### config.mk
export PLATFORM = sky130hd
export DESIGN_NAME = pkrp_top
export DESIGN_NICKNAME = d
export VERILOG_FILES = /design/src/design/pkrp_pkg.sv /design/src/design/pkrp_top.sv
export SDC_FILE = /design/constraint.sdc
export NUM_CORES = 1
export LEC_CHECK = 0
export BUFFER_PORTS_ARGS = -buffer_cell sky130_fd_sc_hd__buf_4
export CORE_ASPECT_RATIO = 1.5
export CORE_MARGIN = 2
export CORE_UTILIZATION = 30
export CTS_CLUSTER_DIAMETER = 150
export DETAILED_ROUTE_END_ITERATION = 8
export HOLD_SLACK_MARGIN = 0.08
export PLACE_DENSITY = 0.47
export REMOVE_ABC_BUFFERS = 1
export SKIP_CTS_REPAIR_TIMING = 1
export SLEW_MARGIN = 10
export SYNTH_ARGS = -nofsm -noshare
export SYNTH_HDL_FRONTEND = slang
export SYNTH_SLANG_ARGS = --single-unit
### constraint.sdc
create_clock -name sys_clk -period 6.7 [get_ports sys_clk]
set_input_delay 0.67 -clock sys_clk [delete_from_list [all_inputs] [get_ports sys_clk]]
set_output_delay 0.67 -clock sys_clk [all_outputs]
set_load 0.05 [all_outputs]
### src/design/pkrp_pkg.sv
// package of constants and types for the power key and reset pin block
`default_nettype none
package pkrp_pkg;
  localparam int unsigned CLK_HZ        = 250_000_000;
  localparam int unsigned MS_PER_S      = 1000;
  localparam int unsigned MS_CYCLES     = CLK_HZ / MS_PER_S;
  localparam int unsigned DEBOUNCE_MS   = 16;
  localparam int unsigned KEY_BASE_MS   = 1000;
  localparam int unsigned RST_DELAY0_MS = 3;
  localparam int unsigned RST_DELAY1_MS = 11;
  localparam int unsigned RST_DELAY2_MS = 51;
  localparam int unsigned RST_DELAY3_MS = 101;
  localparam int unsigned HOLD_W        = 14;
  localparam int unsigned DELAY_W       = 7;

  localparam logic [15:0] IDX_KEY_CTRL  = 16'h4005;
  localparam logic [15:0] IDX_RST_CTRL  = 16'h4006;
  localparam logic [15:0] IDX_SECURITY  = 16'h4008;
  localparam logic [15:0] IDX_FLAGS_ONE = 16'h4011;
  localparam logic [15:0] IDX_CHG_CTRL  = 16'h4020;
  localparam logic [15:0] IDX_MASK_ONE  = 16'h4019;
  localparam int unsigned ADDR_W        = 18;

  localparam int unsigned KEY_HOLD_LSB  = 8;
  localparam int unsigned KEY_FIRST_LSB = 4;
  localparam int unsigned KEY_LEVEL_BIT = 3;
  localparam int unsigned KEY_TO_LSB    = 0;
  localparam int unsigned AUX_SLP_BIT   = 6;
  localparam int unsigned RIN_MSK_BIT   = 5;
  localparam int unsigned RDRV_SLP_BIT  = 4;
  localparam int unsigned RDLY_LSB      = 0;
  localparam int unsigned KEY_EVENT_BIT = 12;
  localparam int unsigned CHG_INH_BIT   = 0;

  // user key code value is arbitrary
  localparam logic [15:0] USER_KEY_CODE = 16'h5a3c;

  localparam logic [1:0] ACT_NONE = 2'h0;
  localparam logic [1:0] ACT_ON   = 2'h1;
  localparam logic [1:0] ACT_OFF  = 2'h2;

  typedef struct packed {
    logic [1:0] hold_resp;
    logic [1:0] first_resp;
    logic [1:0] hold_to;
  } pkrp_key_ctrl_t;
  localparam pkrp_key_ctrl_t KEY_CTRL_RST = '{hold_resp: 2'h1, first_resp: 2'h0, hold_to: 2'h0};

  typedef struct packed {
    logic       aux_sleep;
    logic       in_sleep_mask;
    logic       drive_sleep;
    logic [1:0] delay;
  } pkrp_rst_ctrl_t;
  localparam pkrp_rst_ctrl_t RST_CTRL_RST = '{1'b1, 1'b1, 1'b1, 2'h3};

  typedef enum logic [2:0] {
    PWR_OFF   = 3'h1,
    PWR_ON    = 3'h2,
    PWR_SLEEP = 3'h4
  } pkrp_pwr_t;

  typedef struct packed {
    logic on_req;
    logic off_req;
  } pkrp_req_t;

  typedef enum logic [3:0] {
    KS_IDLE  = 4'h1,
    KS_HOLD1 = 4'h2,
    KS_HOLD2 = 4'h4,
    KS_DONE  = 4'h8
  } pkrp_key_st_t;
endpackage
`default_nettype wire

### src/design/pkrp_top.sv
// power key, reset pin and power state indicator logic with avalon-mm registers
// Functional notes
// - on indicator high in ON, sleep indicator high in SLEEP.
// - key pin active low, debounced before any action.
// - key press does first response: ignore, ON request, OFF request, reserved.
// - key event raised on every press and every release.
// - held past one timeout, hold response: event, ON, OFF, reserved.
// - hold timeout selects 1s, 2s, 4s or 8s; default 1s.
// - held one more timeout after hold response, always OFF request.
// - key OFF requests suppressed while charging with charge-off inhibit set.
// - read-only level flag: 0 key asserted, 1 not asserted.
// - key and reset control writes take effect only after user key unlock.
// - key event flag set on both edges, cleared by writing one.
// - key interrupt out when flag set and mask clear; mask resets to one.
// - reset pin open drain, driven low throughout OFF.
// - in SLEEP reset pin driven low when drive-in-sleep bit set.
// - after ON or WAKE completes, reset held low 3, 11, 51 or 101 ms.
// - external low on reset pin resets control registers, requests start-up.
// - in SLEEP external reset ignored when input sleep mask set.
// - aux reset asserted in OFF, and in SLEEP when aux sleep bit set.
`default_nettype none
module pkrp_top
  import pkrp_pkg::*;
#(
  parameter int unsigned MS_TICK_CYCLES = MS_CYCLES,
  parameter int unsigned DEBOUNCE_TICKS = DEBOUNCE_MS
) (
  input  wire logic              sys_clk,
  input  wire logic              rst,
  input  wire logic [ADDR_W-1:0] avs_address,
  input  wire logic              avs_read,
  input  wire logic              avs_write,
  input  wire logic [31:0]       avs_writedata,
  input  wire logic [3:0]        avs_byteenable,
  output logic      [31:0]       avs_readdata,
  output logic                   avs_waitrequest,
  input  wire logic              key_pin_n,
  input  wire logic              reset_pin_in,
  output logic                   reset_pin_out,
  output logic                   reset_pin_oe,
  input  wire pkrp_pwr_t         pwr_state,
  input  wire logic              pwr_up_done,
  input  wire logic              charging,
  output pkrp_req_t              pwr_req,
  output logic                   hw_reset_req,
  output logic                   key_irq,
  output logic                   on_ind,
  output logic                   sleep_ind,
  output logic                   aux_reset
);
  if (MS_TICK_CYCLES < 2 || DEBOUNCE_TICKS < 1 || DEBOUNCE_TICKS > 255) begin : g_param_check
    $error("pkrp_top: unsupported tick or debounce parameter");
  end

  localparam int unsigned TICK_W = $clog2(MS_TICK_CYCLES);
  localparam logic [TICK_W-1:0] TICK_LAST = TICK_W'(MS_TICK_CYCLES - 1);
  localparam logic [7:0] DEB_LAST = 8'(DEBOUNCE_TICKS - 1);

  // ---------------- registers ----------------
  pkrp_key_ctrl_t key_ctrl_q;
  pkrp_rst_ctrl_t rst_ctrl_q;
  logic           unlocked_q;
  logic           event_flag_q;
  logic           event_mask_q;
  logic           chg_inhibit_q;
  logic           ack_q;
  logic [31:0]    rdata_q;

  // ---------------- bus decode ----------------
  wire logic [15:0] reg_idx   = avs_address[ADDR_W-1:2];
  wire logic        access    = avs_read | avs_write;
  wire logic        wr_take   = avs_write & ack_q;
  wire logic        rd_take   = avs_read & ~ack_q;
  wire logic [15:0] lane_mask = {{8{avs_byteenable[1]}}, {8{avs_byteenable[0]}}};
  wire logic [15:0] wdata     = avs_writedata[15:0];
  wire logic        hit_key   = reg_idx == IDX_KEY_CTRL;
  wire logic        hit_rst   = reg_idx == IDX_RST_CTRL;
  wire logic        hit_sec   = reg_idx == IDX_SECURITY;
  wire logic        hit_flag  = reg_idx == IDX_FLAGS_ONE;
  wire logic        hit_mask  = reg_idx == IDX_MASK_ONE;
  wire logic        hit_chg   = reg_idx == IDX_CHG_CTRL;

  // one wait cycle, then the answer
  assign avs_waitrequest = access & ~ack_q;
  assign avs_readdata    = rdata_q;

  // merge of a byte-masked write into a 16-bit image
  function automatic logic [15:0] merge(input logic [15:0] old_v,
                                        input logic [15:0] new_v,
                                        input logic [15:0] m);
    merge = (old_v & ~m) | (new_v & m);
  endfunction

  // ---------------- millisecond tick ----------------
  logic [TICK_W-1:0] tick_cnt_q;
  wire logic         ms_tick = tick_cnt_q == TICK_LAST;

  always_ff @(posedge sys_clk) begin
    if (rst || ms_tick) begin
      tick_cnt_q <= '0;
    end else begin
      tick_cnt_q <= tick_cnt_q + TICK_W'(1);
    end
  end

  // ---------------- key debounce ----------------
  logic       key_stable_q;
  logic       key_prev_q;
  logic [7:0] deb_cnt_q;
  wire logic  key_raw      = ~key_pin_n;
  wire logic  key_differs  = key_raw != key_stable_q;
  wire logic  deb_done     = ms_tick & key_differs & (deb_cnt_q == DEB_LAST);

  always_ff @(posedge sys_clk) begin
    if (rst) begin
      deb_cnt_q    <= '0;
      key_stable_q <= 1'b0;
    end else if (!key_differs) begin
      deb_cnt_q <= '0;
    end else if (deb_done) begin
      deb_cnt_q    <= '0;
      key_stable_q <= key_raw;
    end else if (ms_tick) begin
      deb_cnt_q <= deb_cnt_q + 8'h01;
    end
  end

  always_ff @(posedge sys_clk) begin
    if (rst) begin
      key_prev_q <= 1'b0;
    end else begin
      key_prev_q <= key_stable_q;
    end
  end

  wire logic key_press   = key_stable_q & ~key_prev_q;
  wire logic key_release = ~key_stable_q & key_prev_q;

  // ---------------- key hold sequencer ----------------
  pkrp_key_st_t      key_st_q;
  pkrp_key_st_t      key_st_d;
  logic [HOLD_W-1:0] hold_cnt_q;
  wire logic [HOLD_W-1:0] hold_limit =
    HOLD_W'(KEY_BASE_MS) << key_ctrl_q.hold_to;
  wire logic         hold_hit = ms_tick & (hold_cnt_q == hold_limit - HOLD_W'(1));
  wire logic         hold_fire = (key_st_q == KS_HOLD1) & hold_hit;
  wire logic         last_fire = (key_st_q == KS_HOLD2) & hold_hit;

  always_comb begin
    key_st_d = key_st_q;
    unique case (key_st_q)
      KS_IDLE: begin
        if (key_press) key_st_d = KS_HOLD1;
      end
      KS_HOLD1: begin
        if (!key_stable_q) key_st_d = KS_IDLE;
        else if (hold_hit) key_st_d = KS_HOLD2;
      end
      KS_HOLD2: begin
        if (!key_stable_q) key_st_d = KS_IDLE;
        else if (hold_hit) key_st_d = KS_DONE;
      end
      KS_DONE: begin
        if (!key_stable_q) key_st_d = KS_IDLE;
      end
      default: key_st_d = KS_IDLE;
    endcase
  end

  always_ff @(posedge sys_clk) begin
    if (rst) begin
      key_st_q <= KS_IDLE;
    end else begin
      key_st_q <= key_st_d;
    end
  end

  // hold counter restarts on each state change
  always_ff @(posedge sys_clk) begin
    if (rst || key_st_d != key_st_q) begin
      hold_cnt_q <= '0;
    end else if (ms_tick) begin
      hold_cnt_q <= hold_cnt_q + HOLD_W'(1);
    end
  end

  // ---------------- key actions ----------------
  wire logic first_on   = key_press & (key_ctrl_q.first_resp == ACT_ON);
  wire logic first_off  = key_press & (key_ctrl_q.first_resp == ACT_OFF);
  wire logic hold_on    = hold_fire & (key_ctrl_q.hold_resp == ACT_ON);
  wire logic hold_off   = hold_fire & (key_ctrl_q.hold_resp == ACT_OFF);
  wire logic hold_event = hold_fire & (key_ctrl_q.hold_resp == ACT_NONE);
  wire logic off_block  = charging & chg_inhibit_q;
  wire logic on_req_d   = first_on | hold_on;
  wire logic off_req_d  = (first_off | hold_off | last_fire) & ~off_block;
  wire logic key_event  = key_press | key_release | hold_event;

  always_ff @(posedge sys_clk) begin
    if (rst) begin
      pwr_req <= '0;
    end else begin
      pwr_req.on_req  <= on_req_d;
      pwr_req.off_req <= off_req_d;
    end
  end

  // ---------------- reset pin ----------------
  logic [DELAY_W-1:0] delay_cnt_q;
  logic               delay_act_q;
  logic               ext_low_q;
  logic               drive_q;
  logic               hw_req_q;
  logic [DELAY_W-1:0] delay_ms;

  always_comb begin
    unique case (rst_ctrl_q.delay)
      2'h0:    delay_ms = DELAY_W'(RST_DELAY0_MS);
      2'h1:    delay_ms = DELAY_W'(RST_DELAY1_MS);
      2'h2:    delay_ms = DELAY_W'(RST_DELAY2_MS);
      default: delay_ms = DELAY_W'(RST_DELAY3_MS);
    endcase
  end

  wire logic in_off   = pwr_state == PWR_OFF;
  wire logic in_on    = pwr_state == PWR_ON;
  wire logic in_sleep = pwr_state == PWR_SLEEP;
  wire logic delay_end = delay_act_q & ms_tick & (delay_cnt_q == delay_ms - DELAY_W'(1));
  wire logic drive_d  = in_off
                      | (in_sleep & rst_ctrl_q.drive_sleep)
                      | (pwr_up_done | (delay_act_q & ~delay_end));
  wire logic ext_low  = ~reset_pin_in & ~drive_q;
  wire logic ext_ok   = ext_low & ~(in_sleep & rst_ctrl_q.in_sleep_mask);
  wire logic hw_reset = ext_ok & ~ext_low_q;

  // delay starts when the on or wake sequence completes
  always_ff @(posedge sys_clk) begin
    if (rst || pwr_up_done) begin
      delay_cnt_q <= '0;
    end else if (delay_act_q && ms_tick) begin
      delay_cnt_q <= delay_cnt_q + DELAY_W'(1);
    end
  end

  always_ff @(posedge sys_clk) begin
    if (rst) begin
      delay_act_q <= 1'b0;
    end else if (pwr_up_done) begin
      delay_act_q <= 1'b1;
    end else if (delay_end) begin
      delay_act_q <= 1'b0;
    end
  end

  always_ff @(posedge sys_clk) begin
    if (rst) begin
      drive_q   <= 1'b1;
      ext_low_q <= 1'b0;
      hw_req_q  <= 1'b0;
    end else begin
      drive_q   <= drive_d;
      ext_low_q <= ext_ok;
      hw_req_q  <= hw_reset;
    end
  end

  assign reset_pin_out = 1'b0;
  assign reset_pin_oe  = drive_q;
  assign hw_reset_req  = hw_req_q;

  // ---------------- state indicators ----------------
  always_ff @(posedge sys_clk) begin
    if (rst) begin
      on_ind    <= 1'b0;
      sleep_ind <= 1'b0;
      aux_reset <= 1'b1;
    end else begin
      on_ind    <= in_on;
      sleep_ind <= in_sleep;
      aux_reset <= in_off | (in_sleep & rst_ctrl_q.aux_sleep);
    end
  end

  // ---------------- register writes ----------------
  wire logic        ctl_reset = rst | hw_reset;
  wire logic [15:0] key_img =
    merge({6'h0, key_ctrl_q.hold_resp, 2'h0, key_ctrl_q.first_resp, 2'h0,
           key_ctrl_q.hold_to}, wdata, lane_mask);
  wire logic [15:0] rst_img =
    merge({9'h0, rst_ctrl_q.aux_sleep, rst_ctrl_q.in_sleep_mask,
           rst_ctrl_q.drive_sleep, 2'h0, rst_ctrl_q.delay}, wdata, lane_mask);
  wire logic [15:0] w1c     = wdata & lane_mask;
  wire logic [15:0] mask_img = merge({3'h0, event_mask_q, 12'h0}, wdata, lane_mask);
  wire logic [15:0] chg_img  = merge({15'h0, chg_inhibit_q}, wdata, lane_mask);

  always_ff @(posedge sys_clk) begin
    if (ctl_reset) begin
      key_ctrl_q <= KEY_CTRL_RST;
      rst_ctrl_q <= RST_CTRL_RST;
    end else if (wr_take && unlocked_q) begin
      if (hit_key) begin
        key_ctrl_q.hold_resp  <= key_img[KEY_HOLD_LSB +: 2];
        key_ctrl_q.first_resp <= key_img[KEY_FIRST_LSB +: 2];
        key_ctrl_q.hold_to    <= key_img[KEY_TO_LSB +: 2];
      end
      if (hit_rst) begin
        rst_ctrl_q.aux_sleep     <= rst_img[AUX_SLP_BIT];
        rst_ctrl_q.in_sleep_mask <= rst_img[RIN_MSK_BIT];
        rst_ctrl_q.drive_sleep   <= rst_img[RDRV_SLP_BIT];
        rst_ctrl_q.delay         <= rst_img[RDLY_LSB +: 2];
      end
    end
  end

  // user key: right code unlocks, any other write with both low byte lanes enabled locks again
  always_ff @(posedge sys_clk) begin
    if (ctl_reset) begin
      unlocked_q <= 1'b0;
    end else if (wr_take && hit_sec && (&avs_byteenable[1:0])) begin
      unlocked_q <= wdata == USER_KEY_CODE;
    end
  end

  // event wins over a same-cycle clear
  always_ff @(posedge sys_clk) begin
    if (ctl_reset) begin
      event_flag_q <= 1'b0;
    end else if (key_event) begin
      event_flag_q <= 1'b1;
    end else if (wr_take && hit_flag && w1c[KEY_EVENT_BIT]) begin
      event_flag_q <= 1'b0;
    end
  end

  always_ff @(posedge sys_clk) begin
    if (ctl_reset) begin
      event_mask_q  <= 1'b1;
      chg_inhibit_q <= 1'b0;
    end else if (wr_take) begin
      if (hit_mask) event_mask_q <= mask_img[KEY_EVENT_BIT];
      if (hit_chg) chg_inhibit_q <= chg_img[CHG_INH_BIT];
    end
  end

  assign key_irq = event_flag_q & ~event_mask_q;

  // ---------------- register reads ----------------
  logic [15:0] rd_val;
  always_comb begin
    rd_val = 16'h0000;
    if (hit_key) begin
      rd_val[KEY_HOLD_LSB +: 2]  = key_ctrl_q.hold_resp;
      rd_val[KEY_FIRST_LSB +: 2] = key_ctrl_q.first_resp;
      rd_val[KEY_LEVEL_BIT]      = ~key_stable_q;
      rd_val[KEY_TO_LSB +: 2]    = key_ctrl_q.hold_to;
    end
    if (hit_rst) begin
      rd_val[AUX_SLP_BIT]    = rst_ctrl_q.aux_sleep;
      rd_val[RIN_MSK_BIT]    = rst_ctrl_q.in_sleep_mask;
      rd_val[RDRV_SLP_BIT]   = rst_ctrl_q.drive_sleep;
      rd_val[RDLY_LSB +: 2]  = rst_ctrl_q.delay;
    end
    if (hit_sec) rd_val[0] = unlocked_q;
    if (hit_flag) rd_val[KEY_EVENT_BIT] = event_flag_q;
    if (hit_mask) rd_val[KEY_EVENT_BIT] = event_mask_q;
    if (hit_chg) rd_val[CHG_INH_BIT] = chg_inhibit_q;
  end

  always_ff @(posedge sys_clk) begin
    if (rst) begin
      ack_q   <= 1'b0;
      rdata_q <= '0;
    end else begin
      ack_q <= access & ~ack_q;
      if (rd_take) rdata_q <= {16'h0000, rd_val};
    end
  end
endmodule  // pkrp_top
`default_nettype wire

# Word-level counts from Yosys, hierarchy flattened
# Index checks and enable logic that the tools add are counted.
[op_classes]
n_eq_ne = 26
add_sub_neg = 6
n_shift = 1
n_reduce_logical = 20
mux = 21
bitwise_logic = 60
[ops]
columns = ["operator", "n"]
rows = [
  ["equality test 16 x 15 -> 1 bit (second input constant)", 7],
  ["bitwise AND 1 bit", 28],
  ["bitwise AND 13 bit", 2],
  ["2-to-1 mux 4 bit", 6],
  ["one-hot mux 7 bit (3 select lines)", 1],
  ["adder 18 x 1 -> 18 bit (second input constant)", 1],
  ["equality test 18 bit (second input constant)", 1],
  ["one-hot mux 4 bit (4 select lines)", 1],
  ["adder 14 x 1 -> 14 bit (second input constant)", 1],
  ["equality test 14 bit", 1],
  ["left shift 10 x 2 -> 14 bit (first input constant)", 1],
  ["subtractor 14 x 1 -> 14 bit (second input constant)", 1],
  ["NOT 13 bit", 1],
  ["OR 13 bit", 1],
  ["NOT 1 bit", 12],
  ["OR 1 bit", 12],
  ["AND reduction 2 bit", 6],
  ["bitwise AND 10 bit", 1],
  ["OR 10 bit", 1],
  ["adder 8 x 1 -> 8 bit (second input constant)", 1],
  ["equality test 8 x 4 -> 1 bit (second input constant)", 1],
  ["2-to-1 mux 1 bit", 8],
  ["adder 7 x 1 -> 7 bit (second input constant)", 1],
  ["bitwise AND 7 bit", 1],
  ["21 further kinds", 37],
]
[word_totals]
in_bits = 65
ff_bits = 87
output_inout_bits = 42
wordCells = 163

# Logic depth before layout (Yosys ltp)
# Gate-level depths: netlist of run 1.
[logic_depth]
depth_word = 9
depth_mapped = 9
mapped_depth_nobuf = 8

# Least setup slack after synthesis of run 1
# No wires, ideal clock.
[synth_timing]
path_kind = "input port to flip-flop"
start = "in avs_address[15]"
end = "reg (tool-made name)"
path_stages = 7
arrival_time_ns = 2.378
path_slack_ns = 4.191
n_path_buf = 1
t_required_ns = 6.569
setup_ns = 0.131
path_cell_list = "nor4b_1 > nand3_1 > nor4bb_1 > and2_1 > buf_2 > mux2i_1 > nand2_1"
[synth_rtl]
columns = ["element", "line", "rtl"]
rows = [
  ["start, declared", "pkrp_top.sv:30", "input wire logic [ADDR_W-1:0] avs_address,"],
]

# Final worst setup path of run 1
[layout_timing]
start = "reg tick_cnt_q[7]"
end = "reg hold_cnt_q[2]"
[layout_via]
elab_chain_len = 7
elab_cells_between_ends = 9
classes_between = "2 x eq/ne; 5 x mux; 1 x bitwise; 1 x reduce/logical"
[layout_lines]
columns = ["element", "line", "rtl"]
rows = [
  ["start, declared", "pkrp_top.sv:95", "logic [TICK_W-1:0] tick_cnt_q;"],
  ["start signal, assigned", "pkrp_top.sv:102", "tick_cnt_q <= tick_cnt_q + TICK_W'(1);"],
  ["equality test 18 bit (*)", "pkrp_top.sv:96", "wire logic ms_tick = tick_cnt_q == TICK_LAST;"],
  ["bitwise AND 1 bit", "pkrp_top.sv:145", "wire logic hold_hit = ms_tick & (hold_cnt_q == hold_limit - HOLD_W'(1));"],
  ["2-to-1 mux 4 bit, on equally long branches", "pkrp_top.sv:161, pkrp_top.sv:157", ""],
  ["2-to-1 mux 4 bit, on equally long branches", "pkrp_top.sv:160, pkrp_top.sv:156", ""],
  ["one-hot mux 4 bit (4 select lines)", "pkrp_top.sv:151", "unique case (key_st_q)"],
  ["!= test 4 bit", "pkrp_top.sv:180", "if (rst || key_st_d != key_st_q) begin"],
  ["logical OR 1 bit", "pkrp_top.sv:180", ""],
  ["end signal, assigned", "pkrp_top.sv:183", "hold_cnt_q <= hold_cnt_q + HOLD_W'(1);"],
  ["end, declared", "pkrp_top.sv:142", "logic [HOLD_W-1:0] hold_cnt_q;"],
]
# Every way passes the cells marked *; elsewhere a longest branch is shown, timed or not.
# A chain may end at the register's enable or synchronous reset.

==> key figures, run 1 <==
Critical path
  • Slowest CP cell: o22a_1
  • Worst Path Max Fanout: 14
  • WP buf/inv: 0
  • CP startpoint kind: flip-flop
  • Crit path max-delay family: simple AND/OR/NAND/NOR gates
  • Largest stage delay, worst path: about 0.6 ns
  • Crit. End Element: flip-flop
  • Critical Path RT: 6.90 ns
  • Worst setup path class: reg -> reg
  • Most used cell, CP: nor3_1
  • CP Cell Sequence: or4b_4, nor3_1, nand2_1, nor4_4, o22a_1, nor3_1
  • Crit path DAT: 2.89 ns

Cells and area
  • Area grow syn2layout: 19.8%
  • Reg area: 0.00174 mm²
  • Fillers: around 1,500
  • N_diodes: 0
  • Nets@finish: 659
  • Multi-input gate area: 0.00248 mm²
  • Fin cells: around 780
  • Share of post-route cells with drive strength above 1: 15.0%

Clock network
  • Root buf cell: clkbuf_16
  • CTS tree: yes
  • CTS buffer count: 9
  • CTS H-Tree Depth: 3
  • Clock tree buffer depth: 2
  • Clk slew on worst S/H paths: 0.06 ns
  • Clk_lat worst skew: about 0.34 ns
  • CTS sink count: 87

Floorplan
  • Die Y: around 150 µm
  • Ports: 107
  • Initial Util: 30.6%
  • Core area: 0.0145 mm²
  • Die area: 0.0158 mm²
  • # rows: 54
  • Die W: 103 µm

Placed design
  • Placed Instances: about 770
  • GPL Wtd Cong: 0.762
  • Hpwl dp: about 7.9 mm
  • Port buffer count: 62

Worst hold path
  • Hold Path Class: reg -> reg

STA
  • Worst Tran Pin Value: 1.00 ns
  • Final hold vios: 0
  • Max Freq: 371 MHz
  • Part of the cycle the worst path needs: 40.2%
  • Final Skew: around 0.0082 ns
  • Max-slew headroom: 32.6%
  • RSZ-0062 raised after global routing: no
  • Final TNS setup: 0 ns
  • Final setup vio count: 0
  • Slew Limit Fails: 0
  • Final Critical Period: 2.70 ns

Power
  • Clock network fraction of total power: a little under half
  • Pwr/cell area: 220 mW/mm²
  • Psw: 0.000280 W
  • Pint: 0.000893 W
  • Comb pwr share: 8.8%
  • Sw Ratio: 23.8%
  • Part of the power in registers: between 40% and 50%
  • Leakage power: 1.92 nW
  • VDD IR-drop max: 0.119 mV

Yosys
  • Syn Inst Count: 527
  • Syn. warnings: 0
  • Syn Area/Cell: 8.43 µm²
  • Netlist cell types: 55
  • Post-synth ARST share: 0%
  • Top FF cell, synth: dfxtp_1
  • Count of flip-flops with a built-in enable after synthesis: 0
  • #FFs+latches synth: 87
  • Sequential share of the synthesized area: 39.2%
  • Mapped Area: 0.00444 mm²

Global route
  • Initial antenna violation count: 0
  • Vias in the first global route: 3,595
  • First-pass GRT wire length: ~17 mm
  • GRT Total Usage: 13.6%
  • Largest net degree at the start of global routing: 30
  • GRT Residual Overflow: 0

Routing
  • Final WL: 10.5 mm
  • Pre-antenna DRT Iters: 4
  • WL/cell: 13.4 µm
  • Total number of vias: approximately 3,700
  • Initial drt markers: between 100 and 150
  • Detail Route Antenna Nets: 0
  • DR vias/cell: 4.72
  • Drt drc: 0

Run status
  • Outcome: complete, no violations

Flow run
  • Max Cap Viol: 0
-- worst paths after layout --
check | startpoint | end | slack, ns | cells after the start
setup / recovery | tick_cnt_q[7]$_SDFF_PP0_ | hold_cnt_q[2]$_SDFFE_PP0P_ | 4.00 | 6
hold / removal | ext_low_q$_SDFF_PP0_ | hw_reset_req$_SDFF_PP0_ | 0.43 | 1
setup reg to reg | tick_cnt_q[7]$_SDFF_PP0_ | hold_cnt_q[2]$_SDFFE_PP0P_ | 4.00 | 6
hold reg to reg | ext_low_q$_SDFF_PP0_ | hw_reset_req$_SDFF_PP0_ | 0.43 | 1
-- cell families after synthesis --
| family | after synthesis | synth area share [%] |
|---|---|---|
| compound gates | 50 | 7.24 |
| xor+xnor | 52 | 10.3 |
| fa+ha+maj | 11 | 3.10 |
| buf+inv | 55 | 6.81 |
| flops | 87 | 39.2 |
| mux | 14 | 3.18 |
| other cells | 1 | 0.0844 |
| simple gates | 257 | 30.1 |
-- final cells by class --
| class | instances | area share (%) |
|---|---|---|
| clock buffer | 12 | 4.63 |
| inverter | 14 | 0.988 |
| clock inverter | 4 | 1.46 |
| timing repair buffer | 63 | 8.89 |
| tap | 196 | 4.61 |
| sequential | 87 | 32.7 |
| multi-input combinational | 408 | 46.7 |
-- cell usage in the layout, fill, tap and decap left out, types with 2 or more instances in the layout --
cell type and instances:
or4_1 3, nand2_1 49, ha_1 11, o22ai_1 2, dfxtp_1 87, clkbuf_16 9, and3_1 4, and4b_1 2
a21oi_1 22, xnor2_1 36, nor4bb_1 3, a31oi_1 2, bufinv_16 2, nand3_1 34, clkbuf_1 2, nor2_1 63
or2_2 3, conb_1 24, nand3b_1 5, or3_1 4, o22a_1 2, and2_1 2, inv_1 14, nor2b_1 6
buf_4 63, nand4_1 7, o21ai_0 6, nor3_1 33, xor2_1 16, nor4b_1 5, mux2i_1 13, nand2b_1 11
nor4_1 11, nand4b_1 4, a221oi_1 5
-- worst reg2reg max path, stage by stage, from the launching register on --
cell and delay, ns:
dfxtp_1 0.41, or4b_4 0.52, nor3_1 0.22, nand2_1 0.14, nor4_4 0.54, o22a_1 0.59
nor3_1 0.13
-- stage by stage --
| step | worst slack, ns | total power (W) | hold WS (ns) | util, % | area (µm²) |
|---|---|---|---|---|---|
| after CTS | 3.98 | 0.00119 | 0.433 | 36.6 | 5320 |
| after global routing | 3.73 | 0.00122 | 0.448 | 36.6 | 5320 |
| final | 4.00 | 0.00117 | 0.431 | 36.6 | 5320 |
| after detailed placement | 3.83 | 0.000642 | 0.424 | 34.4 | 5000 |
| after floorplan | 4.18 | 0.000601 | 0.399 | - | 4280 |
| after global placement | 3.86 | 0.000641 | 0.427 | 34.4 | 5000 |
-- power groups by stage --
stage / registers (W) / logic [W] / clock network, W
final: 0.000526 / 0.000104 / 0.000543
after global routing: 0.000526 / 0.000111 / 0.000582
after CTS: 0.000526 / 0.000104 / 0.000562
after detailed placement: 0.000538 / 0.000104 / 0
after global placement: 0.000538 / 0.000104 / 0
after floorplan: 0.000547 / 0.0000539 / 0
-- cell usage after synthesis (all sizes together), types with 2 or more instances --
cell / number / share of area (%)
a21oi: 22 / 2.5
a221oi: 5 / 0.99
a31oi: 2 / 0.28
and2: 2 / 0.28
and3: 4 / 0.56
and4b: 2 / 0.45
buf: 29 / 4.6
clkbuf: 12 / 1.0
dfxtp: 87 / 39
ha: 11 / 3.1
inv: 14 / 1.2
mux2i: 13 / 2.9
nand2: 50 / 4.3
nand2b: 11 / 1.5
nand3: 34 / 3.8
nand3b: 5 / 0.84
nand4: 7 / 0.99
nand4b: 4 / 0.79
nor2: 63 / 5.3
nor2b: 6 / 0.84
nor3: 34 / 4.1
nor4: 12 / 2.0
nor4b: 5 / 0.99
nor4bb: 3 / 0.68
o21ai: 6 / 0.68
o22a: 2 / 0.39
o22ai: 2 / 0.28
or2: 3 / 0.42
or3: 5 / 0.82
or4: 3 / 0.51
xnor2: 36 / 7.1
xor2: 16 / 3.2
-- routing by layer --
metal | GRT usage, % | part of all wire [%] | vias up
li1 | - | - | 1890
met1 | 15.8 | 41 | 1737
met2 | 24.1 | 54 | 58
met3 | 2.47 | 2.9 | 15
met4 | 5.39 | 2.3 | 0
met5 | 0 | 0 | -
Note: power is estimated with default switching activity, not from simulation.
==> inputs of run 2 (changes only) <==
clock period = 2.54 ns   (was 6.7 ns; I/O delays follow)
==> run 2 against run 1 <==
Clock skew hardly changed. Register-to-register slack worse by 3.9 ns. Critical path depth stayed put. Worst setup slack worse by 3.9 ns.
==> key figures, run 2 (synthesis gave the netlist of run 1 again) <==
STA
  • Slew Limit Fails: 0
  • Part of the cycle the worst path needs: 94.0%
  • Final Skew: 0.00809 ns
  • Max-slew headroom: 52.0%
  • Final setup vio count: 0
  • Max Freq: 419 MHz
  • Final hold vios: 0
  • Worst Tran Pin Value: 0.718 ns
  • Final Critical Period: 2.39 ns
  • RSZ-0062 raised after global routing: no
  • Final TNS setup: 0 ns
  • Worst setup margin: 0.151 ns

Clock network
  • Clock tree buffer depth: 2
  • Clk_lat worst skew: 0.34 ns
  • CTS H-Tree Depth: 3
  • CTS buffer count: 9
  • CTS tree: yes
  • Root buf cell: clkbuf_16
  • CTS sink count: 87
  • Clk slew on worst S/H paths: 0.07 ns

Global route
  • Initial antenna violation count: 0
  • Largest net degree at the start of global routing: 19
  • Met2 usage: 25.3%
  • GRT Total Usage: 13.9%
  • GR Util met3: 2.56%
  • GRT Residual Overflow: 0
  • Met1 GRT Util: 15.4%
  • Vias in the first global route: 3,822
  • First-pass GRT wire length: 17.7 mm
  • GRT Max-Usage Layer: met2

Critical path
  • Crit. End Element: flip-flop
  • Largest stage delay, worst path: roughly 0.64 ns
  • Worst setup path class: reg -> reg
  • CP Cell Sequence: or4b_4, nor3_4, nand2_2, buf_4, o41ai_1, a21oi_1
  • Slowest CP cell: o41ai_1
  • Critical Path RT: 2.75 ns
  • CP startpoint kind: flip-flop
  • Crit path DAT: 2.60 ns
  • Worst Path Max Fanout: 16
  • Worst R2R Setup Slack: 0.15 ns

Cells and area
  • Most common cell after layout, fill and taps aside: dfxtp_1
  • Nets@finish: 669
  • Fin util: 36.9%
  • Area grow syn2layout: 20.5%
  • Fin cells: between 700 and 800
  • N_diodes: 0
  • Share of post-route cells with drive strength above 1: 16.9%
  • Fillers: around 1,500
  • Most frequent cells in the layout: dfxtp_1, buf_4, nor2_1, nand2_1, xnor2_1

Routing
  • Detail Route Antenna Nets: 0
  • Drt drc: 0
  • WL/cell: 13.5 µm
  • Initial drt markers: 94
  • DR vias/cell: 4.77
  • Pre-antenna DRT Iters: 4
  • Total number of vias: between 3,000 and 4,000
  • Final WL: about 11 mm

Power
  • Leakage power: roughly 1.9 nW
  • Pwr/cell area: roughly 540 mW/mm²
  • VDD IR-drop max: 0.362 mV

Floorplan
  • Die area: 0.0158 mm²
  • Die Y: 153 µm
  • Ports: 107
  • # rows: 54
  • Initial Util: between 30% and 40%
  • Die W: 103 µm
  • Core area: ~0.015 mm²

Flow run
  • Max Cap Viol: 0

Placed design
  • Placed Instances: 778
  • Post-Place Setup Slack: between 0.2 and 0.25 ns
  • Port buffer count: between 60 and 70
  • GPL Wtd Cong: 0.785
  • Hpwl dp: 8.14 mm

Worst hold path
  • Hold Path Class: in -> reg

Run status
  • Outcome: complete, no violations
==> run 2: changes by cell type in the layout (fill, tap and decap cells not counted) <==
cell        change
buf_4          +10
clkbuf_1        -2
clkinv_4        +1
clkinv_2        +1
dfxtp_2         +1
dfxtp_1         -1
bufinv_16       -2
inv_6           +2
clkbuf_8        -1
clkinvlp_4      +1
==> run 2: worst paths after layout <==
kind         cells past startpoint                      from                  endpoint
max reg2reg                      6  tick_cnt_q[7]$_SDFF_PP0_  delay_act_q$_SDFFE_PP0P_
min                              2              pwr_state[1]      sleep_ind$_SDFF_PP0_
max                              6  tick_cnt_q[7]$_SDFF_PP0_  delay_act_q$_SDFFE_PP0P_
min reg2reg                      1      ext_low_q$_SDFF_PP0_   hw_reset_req$_SDFF_PP0_
==> run 2: worst max-delay path: cells and delay by family (launching register included) <==
family                 cells  cell delay (ns)
AOI/OAI and AO/OA          2             0.78
buffers and inverters      1             0.21
DFF                        1             0.42
and+or+nand+nor            3             0.84
==> run 2: area by class of cell <==
| type | count | area, µm² | area share (%) |
|---|---|---|---|
| repair buffers | 73 | 548 | 10.2 |
| inverters | 14 | 52.6 | 0.981 |
| clock buffers | 9 | 225 | 4.21 |
| flip-flops and latches | 87 | 1740 | 32.5 |
| well taps | 196 | 245 | 4.58 |
| multi-input cells | 408 | 2480 | 46.4 |
| clock inverters | 7 | 56.3 | 1.05 |
==> run 2: per-stage QoR <==
stage / hold slack, ns / instance area (µm²) / total power, W
2_1_floorplan: 0.323 / 4280 / 0.00158
3_3_place_gp: 0.428 / 5070 / 0.00169
3_5_place_dp: 0.428 / 5070 / 0.00170
4_1_cts: 0.0879 / 5350 / 0.00298
5_1_grt: 0.0930 / 5360 / 0.00305
6_report: 0.101 / 5360 / 0.00292
==> run 2: where the power goes <==
| group | total [W] | internal [W] | switching [W] |
|---|---|---|---|
| clock network | 0.00125 | 0.000675 | 0.000577 |
| registers | 0.00139 | 0.00138 | 0.00000944 |
| logic | 0.000277 | 0.0000867 | 0.000190 |
| total | 0.00292 | 0.00214 | 0.000776 |
==> run 2: per-layer routing <==
| layer | vias up | wire (µm) |
|---|---|---|
| met5 | - | 0 |
| li1 | 1912 | - |
| met3 | 14 | 345 |
| met1 | 1798 | 4340 |
| met2 | 64 | 5840 |
| met4 | 0 | 191 |
==> inputs of run 3 (changes only) <==
==> constraint.sdc (replaced) <==
create_clock -name sys_clk -period 2.54 [get_ports sys_clk]
set_input_delay 0.127 -clock sys_clk [delete_from_list [all_inputs] [get_ports sys_clk]]
set_output_delay 0.127 -clock sys_clk [all_outputs]
set_load 0.05 [all_outputs]
==> run 3 against run 2 <==
Clock skew shrank 0.00062 ns. First-iteration DRC count grew 16%. Count of clock-buffer cells in the layout is the same. Final cell count grew 1.8%. Critical path depth is the same. Wire length grew 1.9%. Clock power grew 14%.
==> key figures, run 3 (synthesis gave the netlist of run 1 again) <==
Run status
  • Outcome: complete, no violations

Cells and area
  • N_diodes: 0
  • Reg area: 0.00174 mm²
  • Most frequent cells in the layout: dfxtp_1, buf_4, nor2_1, nand2_1, xnor2_1
  • Fin util: between 30% and 40%
  • Design area: 0.00554 mm²
  • Share of post-route cells with drive strength above 1: 16.2%
  • Fillers: between 1,500 and 2,000
  • Multi-input gate area: between 0.002 and 0.0025 mm²
  • Most common cell after layout, fill and taps aside: dfxtp_1
  • Area grow syn2layout: 24.7%
  • Nets@finish: 684
  • Fin cells: 808

Global route
  • First-pass GRT wire length: 17.2 mm
  • Vias in the first global route: 3,658
  • GRT Total Usage: 13.8%
  • GRT Residual Overflow: 0
  • Initial antenna violation count: 0
  • Largest net degree at the start of global routing: 29

Critical path
  • Critical Path RT: approximately 2.8 ns
  • CP Cell Sequence: or4b_4, nor3_4, nand2_2, buf_4, o41ai_1, a21oi_1
  • Crit. End Element: flip-flop
  • Largest stage delay, worst path: 0.59 ns
  • Worst setup path class: reg -> reg
  • Worst R2R Setup Slack: approximately 0.23 ns
  • Crit path DAT: ~2.5 ns
  • Slowest CP cell: o41ai_1
  • Crit path max-delay family: simple AND/OR/NAND/NOR gates
  • WP buf/inv: 1
  • Worst Path Max Fanout: 16
  • CP startpoint kind: flip-flop

Placed design
  • Port buffer count: 62
  • Post-DP Area: 0.00507 mm²
  • GPL Wtd Cong: 0.805
  • Placed Instances: ~780
  • Hpwl dp: 8.09 mm

Routing
  • DR vias/cell: ~4.7
  • Total number of vias: 3,760
  • Final WL: between 10 and 15 mm
  • Drt drc: 0
  • WL/cell: 13.5 µm
  • Initial drt markers: between 100 and 150
  • Detail Route Antenna Nets: 0
  • Pre-antenna DRT Iters: 4

Clock network
  • CTS sink count: 87
  • CTS buffer count: 9
  • Root buf cell: clkbuf_16
  • Clk slew on worst S/H paths: 0.07 ns
  • Clk_lat worst skew: 0.34 ns
  • Clock tree buffer depth: 2
  • CTS tree: yes
  • CTS H-Tree Depth: 3

Floorplan
  • # rows: 54
  • Die W: 103 µm
  • Die area: 0.0158 mm²
  • Ports: 107
  • Die Y: 153 µm
  • Initial Util: 30.6%
  • Core area: 0.0145 mm²

STA
  • Final setup vio count: 0
  • RSZ-0062 raised after global routing: no
  • Final Skew: between 0.007 and 0.008 ns
  • Final hold vios: 0
  • Slew Limit Fails: 0
  • Max-slew headroom: 52.7%
  • Hold slack: between 0.07 and 0.08 ns
  • Final TNS setup: 0 ns
  • Part of the cycle the worst path needs: about 91%
  • Max Freq: around 430 MHz
  • Worst Tran Pin Value: 0.708 ns
  • Final Critical Period: 2.31 ns

Power
  • VDD IR-drop max: 0.272 mV
  • Leakage power: 2.03 nW
  • Pwr/cell area: 562 mW/mm²

Worst hold path
  • Hold Path Class: in -> reg

Flow run
  • Max Cap Viol: 0
[run 3: layout make-up]
type                    count  share of cell area, %
repair buffers             88                   12.6
clock buffers               9                   4.06
multi-input cells         408                   44.8
well taps                 196                   4.43
flip-flops and latches     87                   31.4
inverters                  14                  0.948
clock inverters             6                   1.69
[run 3: through the flow]
stage,setup WS [ns],power (W)
after floorplan,0.207,0.00158
after global placement,0.253,0.00170
after detailed placement,0.234,0.00170
after CTS,0.218,0.00314
after global routing,0.109,0.00323
final,0.228,0.00311
[run 3: worst min-delay path: cells and delay by family]
family                 cells  cell delay (ns)
AND/OR/NAND/NOR            2             0.15
buffers and inverters      1             0.09
[run 3: final timing paths]
kind,end,cells after the start,start
hold / removal,ack_q$_SDFF_PP0_,3,avs_read
setup / recovery,delay_act_q$_SDFFE_PP0P_,6,tick_cnt_q[7]$_SDFF_PP0_
hold reg to reg,avs_readdata[9]$_SDFFE_PP0P_,2,avs_readdata[9]$_SDFFE_PP0P_
setup reg to reg,delay_act_q$_SDFFE_PP0P_,6,tick_cnt_q[7]$_SDFF_PP0_
[run 3: routing by layer]
metal / part of all wire, % / wire length [µm] / GRT usage (%) / up-vias
met5: 0 / 0 / 0 / -
met4: 2.2 / 242 / 5.33 / 0
met3: 2.5 / 277 / 3.25 / 11
met2: 53 / 5820 / 24.6 / 44
met1: 42 / 4580 / 15.3 / 1765
li1: - / - / - / 1940
[run 3: where the power goes]
part	internal, W	leakage (nW)	total [W]	switching [W]
Combinational	0.000101	1.17	0.000297	0.000196
Sequential	0.00138	0.704	0.00139	0.00000920
Clock	0.000865	0.153	0.00143	0.000563
Total	0.00234	2.03	0.00311	0.000768
